File: src/hdl/obl_params.svh
`ifndef OBL_PARAMS_SVH
`define OBL_PARAMS_SVH
// flash byte addresses of the option area
`define OBL_FLASH_PRI_BASE 16'h0080
`define OBL_FLASH_ALT_BASE 16'h1080
`define OBL_OPT_COUNT      3'h5
`define OBL_OPT_LAST       3'h4
// axi register byte offsets
`define OBL_REG_OSC_OPT    8'h80
`define OBL_REG_RSV_A      8'h81
`define OBL_REG_RSV_B      8'h82
`define OBL_REG_RSV_C      8'h83
`define OBL_REG_DBG_OPT    8'h84
`define OBL_REG_CTRL       8'h00
`define OBL_REG_STATUS     8'h04
// field positions
`define OBL_OSC_LOCK_BIT   0
`define OBL_CTRL_STOP_BIT  0
`define OBL_ST_DONE_BIT    0
`define OBL_ST_OSC_BIT     1
`define OBL_ST_DBGEN_BIT   2
`define OBL_ST_ERASE_BIT   3
`define OBL_ST_BAD_BIT     4
`define OBL_ST_SWAP_BIT    5
// debug control encodings
`define OBL_DBG_OFF        2'h0
`define OBL_DBG_BAD        2'h1
`define OBL_DBG_KEEP       2'h2
`define OBL_DBG_ERASE      2'h3
// axi responses
`define OBL_RESP_OKAY      2'h0
`define OBL_RESP_SLVERR    2'h2
`endif

File: src/hdl/obl_pkg.sv
package obl_pkg;
  typedef enum logic [1:0] {
    obl_idle_s,
    obl_fetch_s,
    obl_wait_s,
    obl_done_s
  } obl_phase_t;

  typedef struct packed {
    obl_phase_t  phase;
    logic [2:0]  idx;
    logic        rd_req;
    logic [15:0] rd_addr;
    logic [7:0]  osc_opt;
    logic [7:0]  rsv_a;
    logic [7:0]  rsv_b;
    logic [7:0]  rsv_c;
    logic [7:0]  dbg_opt;
    logic        swapped;
    logic        stop_req;
    logic        aw_got;
    logic        w_got;
    logic [7:0]  aw_addr;
    logic [31:0] w_data;
    logic        bvalid;
    logic [1:0]  bresp;
    logic        rvalid;
    logic [31:0] rdata;
    logic [1:0]  rresp;
  } obl_state_t;
endpackage

File: src/hdl/obl_option_byte_loader.sv
`timescale 1ns/1ps
`include "obl_params.svh"
// Contract
// - after every reset release, read flash option bytes 0080H-0084H
// - under boot swap, read 1080H-1084H instead
// - lock bit 0: software stop request stops internal oscillator
// - lock bit 1: oscillator keeps running, stop request ignored
// - lock bit 0: watchdog clock gated in halt and stop
// - timer h1 on internal oscillator keeps clock in halt/stop
// - debug field 00 disables debug; 01 is prohibited
// - debug field 10 enables debug, no erase on auth failure
// - debug field 11 enables debug, erase on auth failure
// - option bytes sampled during reset processing, before execution
module obl_option_byte_loader (
  input  wire logic        aclk,
  input  wire logic        aresetn,
  input  wire logic        boot_swap,
  output logic             flash_rd_req,
  output logic [15:0]      flash_rd_addr,
  input  wire logic        flash_rd_valid,
  input  wire logic [7:0]  flash_rd_data,
  output logic             cpu_release,
  output logic             internal_osc_run,
  input  wire logic        halt_or_stop,
  input  wire logic        h1_on_internal_osc,
  output logic             wdt_clk_enable,
  output logic             h1_clk_enable,
  output logic             debug_enable,
  output logic             debug_erase_on_fail,
  output logic             debug_setting_bad,
  input  wire logic [7:0]  s_axi_awaddr,
  input  wire logic        s_axi_awvalid,
  output logic             s_axi_awready,
  input  wire logic [31:0] s_axi_wdata,
  input  wire logic [3:0]  s_axi_wstrb,
  input  wire logic        s_axi_wvalid,
  output logic             s_axi_wready,
  output logic [1:0]       s_axi_bresp,
  output logic             s_axi_bvalid,
  input  wire logic        s_axi_bready,
  input  wire logic [7:0]  s_axi_araddr,
  input  wire logic        s_axi_arvalid,
  output logic             s_axi_arready,
  output logic [31:0]      s_axi_rdata,
  output logic [1:0]       s_axi_rresp,
  output logic             s_axi_rvalid,
  input  wire logic        s_axi_rready
);

  // =========================================================
  // state and decoded settings
  obl_pkg::obl_state_t r;
  obl_pkg::obl_state_t next_r;

  logic       lock;
  logic [1:0] dbg;
  logic       done;

  // =========================================================
  // decode helpers
  // debug field decode, shared by outputs and status
  function automatic logic obl_dbg_on(input logic [1:0] f);
    obl_dbg_on = (f == `OBL_DBG_KEEP) || (f == `OBL_DBG_ERASE);
  endfunction

  function automatic logic obl_dbg_wipe(input logic [1:0] f);
    obl_dbg_wipe = (f == `OBL_DBG_ERASE);
  endfunction

  function automatic logic obl_dbg_bad(input logic [1:0] f);
    obl_dbg_bad = (f == `OBL_DBG_BAD);
  endfunction

  // write byte lanes map to whole words; reads decode offsets 0x81..0x83 as their own registers
  function automatic logic [7:0] obl_word_addr(input logic [7:0] a);
    obl_word_addr = {a[7:2], 2'b00};
  endfunction

  function automatic logic [31:0] obl_read(input obl_pkg::obl_state_t s,
                                           input logic [7:0] a,
                                           output logic ok);
    obl_read = 32'h0000_0000;
    ok = 1'b1;
    case (a)
      `OBL_REG_OSC_OPT: obl_read = {24'h00_0000, s.osc_opt};
      `OBL_REG_RSV_A:   obl_read = {24'h00_0000, s.rsv_a};
      `OBL_REG_RSV_B:   obl_read = {24'h00_0000, s.rsv_b};
      `OBL_REG_RSV_C:   obl_read = {24'h00_0000, s.rsv_c};
      `OBL_REG_DBG_OPT: obl_read = {24'h00_0000, s.dbg_opt};
      `OBL_REG_CTRL:    obl_read = {31'h0000_0000, s.stop_req};
      `OBL_REG_STATUS: begin
        obl_read[`OBL_ST_DONE_BIT]  = (s.phase == obl_pkg::obl_done_s);
        obl_read[`OBL_ST_OSC_BIT]   = internal_osc_run;
        obl_read[`OBL_ST_DBGEN_BIT] = debug_enable;
        obl_read[`OBL_ST_ERASE_BIT] = debug_erase_on_fail;
        obl_read[`OBL_ST_BAD_BIT]   = debug_setting_bad;
        obl_read[`OBL_ST_SWAP_BIT]  = s.swapped;
      end
      default: ok = 1'b0;
    endcase
  endfunction

  assign lock = r.osc_opt[`OBL_OSC_LOCK_BIT];
  assign dbg  = r.dbg_opt[1:0];
  assign done = (r.phase == obl_pkg::obl_done_s);

  // =========================================================
  // next state
  always_comb begin
    logic        rd_ok;
    logic [31:0] rd_word;
    logic [7:0]  ra;
    rd_ok   = 1'b0;
    rd_word = 32'h0000_0000;
    ra      = 8'h00;
    next_r  = r;
    case (r.phase)
      obl_pkg::obl_idle_s: begin
        next_r.phase   = obl_pkg::obl_fetch_s;
        next_r.idx     = 3'h0;
        next_r.swapped = boot_swap;
        next_r.rd_addr = boot_swap ? `OBL_FLASH_ALT_BASE
                                   : `OBL_FLASH_PRI_BASE;
      end
      obl_pkg::obl_fetch_s: begin
        next_r.rd_req = 1'b1;
        next_r.phase  = obl_pkg::obl_wait_s;
      end
      obl_pkg::obl_wait_s: begin
        if (flash_rd_valid) begin
          next_r.rd_req = 1'b0;
          case (r.idx)
            3'h0:    next_r.osc_opt = flash_rd_data;
            3'h1:    next_r.rsv_a   = flash_rd_data;
            3'h2:    next_r.rsv_b   = flash_rd_data;
            3'h3:    next_r.rsv_c   = flash_rd_data;
            default: next_r.dbg_opt = flash_rd_data;
          endcase
          if (r.idx == `OBL_OPT_LAST) begin
            next_r.phase = obl_pkg::obl_done_s;
          end else begin
            next_r.idx     = r.idx + 3'h1;
            next_r.rd_addr = r.rd_addr + 16'h0001;
            next_r.phase   = obl_pkg::obl_fetch_s;
          end
        end
      end
      obl_pkg::obl_done_s: next_r.phase = obl_pkg::obl_done_s;
      default: next_r.phase = obl_pkg::obl_idle_s;
    endcase

    // axi write: address and data in either order
    if (s_axi_awvalid && s_axi_awready) begin
      next_r.aw_got  = 1'b1;
      next_r.aw_addr = obl_word_addr(s_axi_awaddr);
    end
    if (s_axi_wvalid && s_axi_wready) begin
      next_r.w_got  = 1'b1;
      next_r.w_data = s_axi_wstrb[0] ? s_axi_wdata : 32'h0000_0000;
    end
    if (r.aw_got && r.w_got && !r.bvalid) begin
      next_r.aw_got = 1'b0;
      next_r.w_got  = 1'b0;
      next_r.bvalid = 1'b1;
      if (r.aw_addr == `OBL_REG_CTRL) begin
        next_r.bresp = `OBL_RESP_OKAY;
        // request held but has no effect while locked
        next_r.stop_req = r.w_data[`OBL_CTRL_STOP_BIT];
      end else begin
        // option copies are read only
        next_r.bresp = `OBL_RESP_SLVERR;
      end
    end
    if (r.bvalid && s_axi_bready) begin
      next_r.bvalid = 1'b0;
    end

    // axi read
    if (s_axi_arvalid && s_axi_arready) begin
      ra            = s_axi_araddr;
      rd_word       = obl_read(r, ra, rd_ok);
      next_r.rvalid = 1'b1;
      next_r.rdata  = rd_word;
      next_r.rresp  = rd_ok ? `OBL_RESP_OKAY : `OBL_RESP_SLVERR;
    end else if (r.rvalid && s_axi_rready) begin
      next_r.rvalid = 1'b0;
    end
  end

  // =========================================================
  // state register
  always_ff @(posedge aclk) begin
    if (!aresetn) begin
      r       <= '0;
      r.phase <= obl_pkg::obl_idle_s;
    end else begin
      r <= next_r;
    end
  end

  // =========================================================
  // outputs
  assign flash_rd_req  = r.rd_req;
  assign flash_rd_addr = r.rd_addr;
  // cpu held until options are loaded
  assign cpu_release   = done;

  assign internal_osc_run = !(done && !lock && r.stop_req);
  assign wdt_clk_enable = internal_osc_run && !(halt_or_stop && !lock);
  assign h1_clk_enable  = h1_on_internal_osc && internal_osc_run;

  // =========================================================
  // debug control
  // 00 disables, 01 flagged and treated as disabled
  assign debug_setting_bad   = done && obl_dbg_bad(dbg);
  assign debug_enable        = done && obl_dbg_on(dbg);
  assign debug_erase_on_fail = done && obl_dbg_wipe(dbg);

  // =========================================================
  // register bus handshakes
  assign s_axi_awready = !r.aw_got && aresetn;
  assign s_axi_wready  = !r.w_got && aresetn;
  assign s_axi_bvalid  = r.bvalid;
  assign s_axi_bresp   = r.bresp;
  assign s_axi_arready = !r.rvalid && aresetn;
  assign s_axi_rvalid  = r.rvalid;
  assign s_axi_rdata   = r.rdata;
  assign s_axi_rresp   = r.rresp;

endmodule

File: config.mk
export PLATFORM = sky130hd
export DESIGN_NAME = obl_option_byte_loader
export DESIGN_NICKNAME = d
export VERILOG_FILES = /design/src/hdl/obl_pkg.sv /design/src/hdl/obl_option_byte_loader.sv
export VERILOG_INCLUDE_DIRS = /design/src /design/src/hdl
export SDC_FILE = /design/constraint.sdc
export NUM_CORES = 1
export LEC_CHECK = 0
export ABC_AREA = 1
export BUFFER_PORTS_ARGS = -buffer_cell sky130_fd_sc_hd__buf_2
export CORE_MARGIN = 2
export CORE_UTILIZATION = 50
export DETAILED_ROUTE_END_ITERATION = 6
export HOLD_SLACK_MARGIN = 0.02
export PLACE_DENSITY_LB_ADDON = 0.12
export SLEW_MARGIN = 20
export SYNTH_ARGS = -nofsm -noshare
export SYNTH_HDL_FRONTEND = slang
export SYNTH_SLANG_ARGS = --single-unit
File: constraint.sdc
create_clock -name aclk -period 2.22 [get_ports aclk]
set_clock_uncertainty 0.15 [all_clocks]
set_input_delay 0.444 -clock aclk [delete_from_list [all_inputs] [get_ports aclk]]
set_output_delay 0.444 -clock aclk [all_outputs]
set_load 0.005 [all_outputs]
After elaboration in Yosys (flattened, before gate mapping)
Cells that the tools add are included.
{"block": "totals", "memories": 0, "rom_bits": 0, "latchBits": 0, "wordCells": 110, "ram_bits": 0, "ff_bits": 111}
{"block": "op_classes", "bitwise_logic": 2, "magnitude_cmp": 0, "muxes": 23, "n_shift": 0, "n_eq_ne": 18, "div": 0, "n_mul": 0, "addsub": 2, "n_reduce_logical": 45}
{"operator": "2-to-1 mux 62 bit", "n": 1}
{"operator": "one-hot mux 6 bit (7 select lines)", "n": 1}
{"operator": "== test 8 bit, second input constant", "n": 5}
{"operator": "2-to-1 mux 8 bit", "n": 5}
{"operator": "one-hot mux 16 bit (2 select lines)", "n": 1}
{"operator": "logical AND 1 bit", "n": 18}
{"operator": "AND reduction 3 bit", "n": 6}
{"operator": "adder 16 x 1 -> 16 bit, second input constant", "n": 1}
{"operator": "logical NOT 8 bit", "n": 2}
{"operator": "2-to-1 mux 16 bit", "n": 1}
{"operator": "2-to-1 mux 13 bit", "n": 1}
{"operator": "one-hot mux 2 bit (5 select lines)", "n": 1}
{"operator": "== test 2 bit, second input constant", "n": 4}
{"operator": "== test 8 x 3 -> 1 bit, second input constant", "n": 1}
{"operator": "one-hot mux 2 bit (4 select lines)", "n": 1}
{"operator": "logical NOT 1 bit", "n": 7}
{"operator": "OR reduction 7 bit", "n": 1}
{"operator": "== test 3 x 2 -> 1 bit, second input constant", "n": 2}
{"operator": "2-to-1 mux 2 bit", "n": 3}
{"operator": "one-hot mux 3 bit (2 select lines)", "n": 1}
{"operator": "nonzero test 2 bit", "n": 3}
{"operator": "2-to-1 mux 1 bit", "n": 5}
{"operator": "== test 2 x 1 -> 1 bit, second input constant", "n": 2}
{"operator": "inequality test 2 bit, second input constant", "n": 2}
{"operator": "12 further kinds", "n": 15}

Logic depth before layout (Yosys ltp)
{"block": "depth", "word_depth": 5, "mapped_depth": 12, "ltp_nobuf": 12}

Least setup slack after synthesis
No wires, ideal clock.
{"block": "synth_path", "path_kind": "reg2reg", "start": "reg r[139] (netlist name)", "end": "reg r[88] (netlist name)", "synth_period_minus_slack_ns": 1.710, "arrival_ns": 1.441, "required_ns": 1.951, "path_slack_ns": 0.510, "stages_incl_launch_ff": 9, "n_path_buf": 2, "path_cell_list": "dfxtp_1 ha_1 ha_1 clkbuf_1 nor3_2 nand2_1 buf_2 o21ai_0 a21oi_1"}
{"block": "synth_via", "elab_chain_cells": 4}
{"item": "start: declaration", "line_no": "obl_option_byte_loader.sv:52", "rtl": "obl_pkg::obl_state_t r;"}
{"item": "start signal: assignment", "line_no": "obl_option_byte_loader.sv:197", "rtl": "r <= next_r;"}
{"item": "== test 3 x 2 -> 1 bit, or another cell as far along", "line_no": "obl_option_byte_loader.sv:132", "rtl": "case (r.idx)"}
{"item": "OR reduction 4 bit (no source line) (*)"}
{"item": "NOT 1 bit (no source line) (*)"}
{"item": "AND reduction 3 bit (no source line) (*)"}
Every way passes the cells marked *; elsewhere a longest branch is shown, timed or not.
A chain may end at the register's enable or synchronous reset.

Final worst setup path
{"block": "layout_path", "start": "reg r[142] (netlist name)", "end": "out debug_erase_on_fail"}
{"block": "layout_via", "elab_chain_cells": 2}
{"item": "== test 2 bit", "line_no": "obl_option_byte_loader.sv:105", "rtl": "assign done = (r.phase == obl_pkg::obl_done_s);"}
{"item": "logical AND 1 bit", "line_no": "obl_option_byte_loader.sv:217", "rtl": "assign debug_erase_on_fail = done && obl_dbg_wipe(dbg);"}
{"item": "end: declaration", "line_no": "obl_option_byte_loader.sv:29", "rtl": "output logic debug_erase_on_fail,"}
No other way between the ends.

==> reports/summary.log <==
INFO  global_routing number_of_antenna_violations_at_the_first_check_in_global_routing=0
INFO  clock_tree     insertion_delay=0.35ns
INFO  layout         final_core_util=55.11%
INFO  worst_setup_path worstPathArrival=1.46ns
INFO  timing         final-setup-viol-count=0
INFO  power_and_ir_drop pwr_density_cell=651.1nW/um^2
INFO  clock_tree     clock-sinks=85
INFO  routing        drt_wl_total=9865um
INFO  synth          syn-cell-area=4399um^2
INFO  clock_tree     cts_buffer_depth=2
INFO  clock_tree     num_cts_buffers=9
INFO  synth          synthCells=623
INFO  worst_setup_path worstSetupPathType=register to output port
INFO  synth          synth.yosys.warnings=0
INFO  place          detailedPlacementHpwl=7259um
INFO  worst_setup_path worst_setup_path_start_kind=register
INFO  global_routing overflow_left_after_global_routing=0
INFO  global_routing global_route_wire_length_before_repair=16330um
INFO  worst_setup_path worst_setup_path_end_kind=output port
INFO  timing         maximum_clock_frequency=488.0MHz
INFO  synth          synth_enable_flop_cells=0
INFO  synth          synth_cell_types=40
INFO  outcome        result_of_the_run=finished, final reports clean
INFO  worst_hold_path hold_path_class=input port to register
INFO  timing         timing.final.hold_violations=0
INFO  clock_tree     worst_setup_hold_path_clk_slew=0.08ns
INFO  clock_tree     tritoncts=yes
INFO  timing         setup_tns=0ns
INFO  routing        dr.first_iter.drc_count=193
INFO  layout         mostFrequentLayoutCell=sky130_fd_sc_hd__nor2_1
INFO  timing         fin_crit=2.049ns
INFO  synth          synth_area_leader_cell=sky130_fd_sc_hd__dfxtp_1
INFO  synth          synth_seq_area_share=38.68%
INFO  timing         final.hold.worst_slack=0.1119ns
INFO  synth          synthArstFlopShare=0%
INFO  layout         post_route_cells_drive_above_1_share=19.11%
INFO  layout         most-common-layout-cells=97 x sky130_fd_sc_hd__nor2_1, 94 x sky130_fd_sc_hd__nand2_1, 85 x sky130_fd_sc_hd__dfxtp_1, 73 x sky130_fd_sc_hd__buf_2, 66 x sky130_fd_sc_hd__inv_1
INFO  place          detailedPlace.worstSlack=0.2385ns
INFO  layout         finalNetCount=747
INFO  routing        residual_antenna_violating_net_count_after_detailed_routing=0
INFO  routing        drt_pass1_iterations=5
INFO  worst_setup_path worst-endpoint-required=1.63ns
INFO  die            pin_count=136
INFO  power_and_ir_drop vdd.ir_drop.worst=0.0003608V
INFO  place          placement.io_buffers=73
INFO  job            drv.max_cap_violation_count=0
INFO  layout         n_antenna_cell=0
INFO  die            placeableCoreArea=8636um^2
INFO  routing        routed-via-count=3875
INFO  timing         final-max-slew-violation-count=0
INFO  power_and_ir_drop leakagePower=0.002156uW
INFO  place          gpl.final_weighted_congestion=0.7987
INFO  layout         finalInstanceArea=4760um^2
INFO  die            chipHeight=97.80um
INFO  timing         fin_crit_sh=92.30%
INFO  synth          synth_top_cells_by_area=sky130_fd_sc_hd__dfxtp_1 39%, sky130_fd_sc_hd__buf_4 8.9%, sky130_fd_sc_hd__nor2_1 8.3%, sky130_fd_sc_hd__nand2_1 8.0%, sky130_fd_sc_hd__inv_1 5.6%
INFO  global_routing grt_max_degree=48
INFO  die            die_w=97.80um
INFO  clock_tree     number_of_buffers_added_to_fix_hold_violations_after_cts=0
INFO  global_routing grt_pass1_vias=3368
INFO  worst_setup_path top_fanout_value_on_the_critical_path=4
INFO  synth          synthesis.area_per_instance=7.061um^2
INFO  die            floorplan.rows=34
INFO  die            area_enclosed_by_the_die_boundary=9565um^2
INFO  clock_tree     cts_post_setup_buffers_inserted=0
INFO  clock_tree     cts-resized-gates=0
INFO  clock_tree     htree_levels=3
INFO  synth          ys_dominant_reg_cell=sky130_fd_sc_hd__dfxtp_1
INFO  timing         layout_setup_ws=0.1710ns
INFO  routing        drc=0
INFO  global_routing grt.total_usage=21.05%
INFO  synth          synth_top_area_share=38.68%
INFO  synth          synth_seq_cells=85
INFO  die            initial_core_util=50.94%
INFO  place          placed_area=4553um^2
INFO  routing        detail_route.vias_per_cell=4.949
INFO  clock_tree     cts_root_buffer=sky130_fd_sc_hd__clkbuf_8
INFO  routing        mean_routed_wirelength_per_cell=12.60um
INFO  layout         flow.area_growth_from_synthesis=8.191%
INFO  timing         grt_setup_unrepaired=false
==> stage by stage <==
step	std cells	power, uW
after CTS	783	3122
final	783	3099
after detailed placement	767	1962
after floorplan	648	1893
after global placement	767	1955
after global routing	783	3260
==> synth_stat cells (2+ instances only) <==
| cell type | instances |
|---|---|
| sky130_fd_sc_hd__a31oi_1 | 3 |
| sky130_fd_sc_hd__o22ai_1 | 3 |
| sky130_fd_sc_hd__o31ai_1 | 4 |
| sky130_fd_sc_hd__nor3_1 | 4 |
| sky130_fd_sc_hd__nand3_1 | 44 |
| sky130_fd_sc_hd__buf_2 | 7 |
| sky130_fd_sc_hd__o21ai_2 | 2 |
| sky130_fd_sc_hd__buf_4 | 52 |
| sky130_fd_sc_hd__a21oi_1 | 45 |
| sky130_fd_sc_hd__a21oi_2 | 3 |
| sky130_fd_sc_hd__nand2_4 | 2 |
| sky130_fd_sc_hd__inv_1 | 66 |
| sky130_fd_sc_hd__nor2_1 | 97 |
| sky130_fd_sc_hd__inv_2 | 6 |
| sky130_fd_sc_hd__nand2_2 | 4 |
| sky130_fd_sc_hd__nand2_1 | 94 |
| sky130_fd_sc_hd__o21ai_1 | 8 |
| sky130_fd_sc_hd__dfxtp_1 | 85 |
| sky130_fd_sc_hd__nand4_1 | 3 |
| sky130_fd_sc_hd__a211oi_1 | 2 |
| sky130_fd_sc_hd__nor3_2 | 2 |
| sky130_fd_sc_hd__buf_6 | 3 |
| sky130_fd_sc_hd__nor2_2 | 8 |
| sky130_fd_sc_hd__ha_1 | 6 |
| sky130_fd_sc_hd__o21ai_0 | 49 |
| sky130_fd_sc_hd__clkbuf_1 | 5 |
| sky130_fd_sc_hd__nor2_4 | 2 |
| sky130_fd_sc_hd__buf_1 | 2 |
==> area by class of cell <==
| cell class | count | area (um^2) |
|---|---|---|
| Timing Repair Buffer | 81 | 425.4 |
| Inverter | 73 | 275.3 |
| Tap cell | 108 | 135.1 |
| Clock buffer | 11 | 131.4 |
| Clock inverter | 5 | 75.07 |
| Fill cell | 869 | 3876 |
| Sequential cell | 85 | 1702 |
| Multi-Input combinational cell | 420 | 2016 |
==> cells by family after synthesis <==
group / after synthesis / share of synthesized area [%]
AOI/OAI and AO/OA: 121 / 14.90
buffers and inverters: 143 / 17.63
DFF: 85 / 38.68
muxes: 1 / 0.2275
other: 1 / 0.08524
adders and majority gates: 6 / 1.706
and+or+nand+nor: 266 / 26.76
==> routing by layer <==
layer,vias to the layer above,global-route usage [%],wire [um]
met4,0,4.487,60
met1,1755,30.64,4845
met5,-,0,0
met2,101,31.94,4343
li1,2011,-,-
met3,8,5.154,616
==> sequential cells by signal, summed over array words and instances, names as in the netlist <==
signal	count
s_axi_rvalid	1
s_axi_rdata	8
s_axi_bresp	1
flash_rd_addr	16
s_axi_bvalid	1
flash_rd_req	1
s_axi_rresp	1
dbg	2
lock	1
r	53
==> power by group <==
part,internal [uW],total [uW],switching (uW)
combinational,110,324,213
clock,630,1170,544
sequential,1570,1600,30.6
==> worst max-delay path: stages (launching register included) <==
cell and delay [ns]:
sky130_fd_sc_hd__dfxtp_1 0.43, sky130_fd_sc_hd__nand2_1 0.15, sky130_fd_sc_hd__inv_2 0.13, sky130_fd_sc_hd__nand2_1 0.08
sky130_fd_sc_hd__inv_1 0.08, sky130_fd_sc_hd__nand2_1 0.07, sky130_fd_sc_hd__inv_1 0.06, sky130_fd_sc_hd__buf_2 0.10
==> worst paths after layout <==
path / from / slack [ns] / to / depth (start not counted)
worst max-delay path: r[142] / 0.17 / debug_erase_on_fail / 7
worst min-delay path: s_axi_bready / 0.11 / s_axi_bvalid / 2
worst max register to register: r[139] / 0.24 / flash_rd_addr[9] / 10
worst min register to register: r[104] / 0.30 / r[104] / 2
No activity file was read; power rests on OpenSTA's default activity.
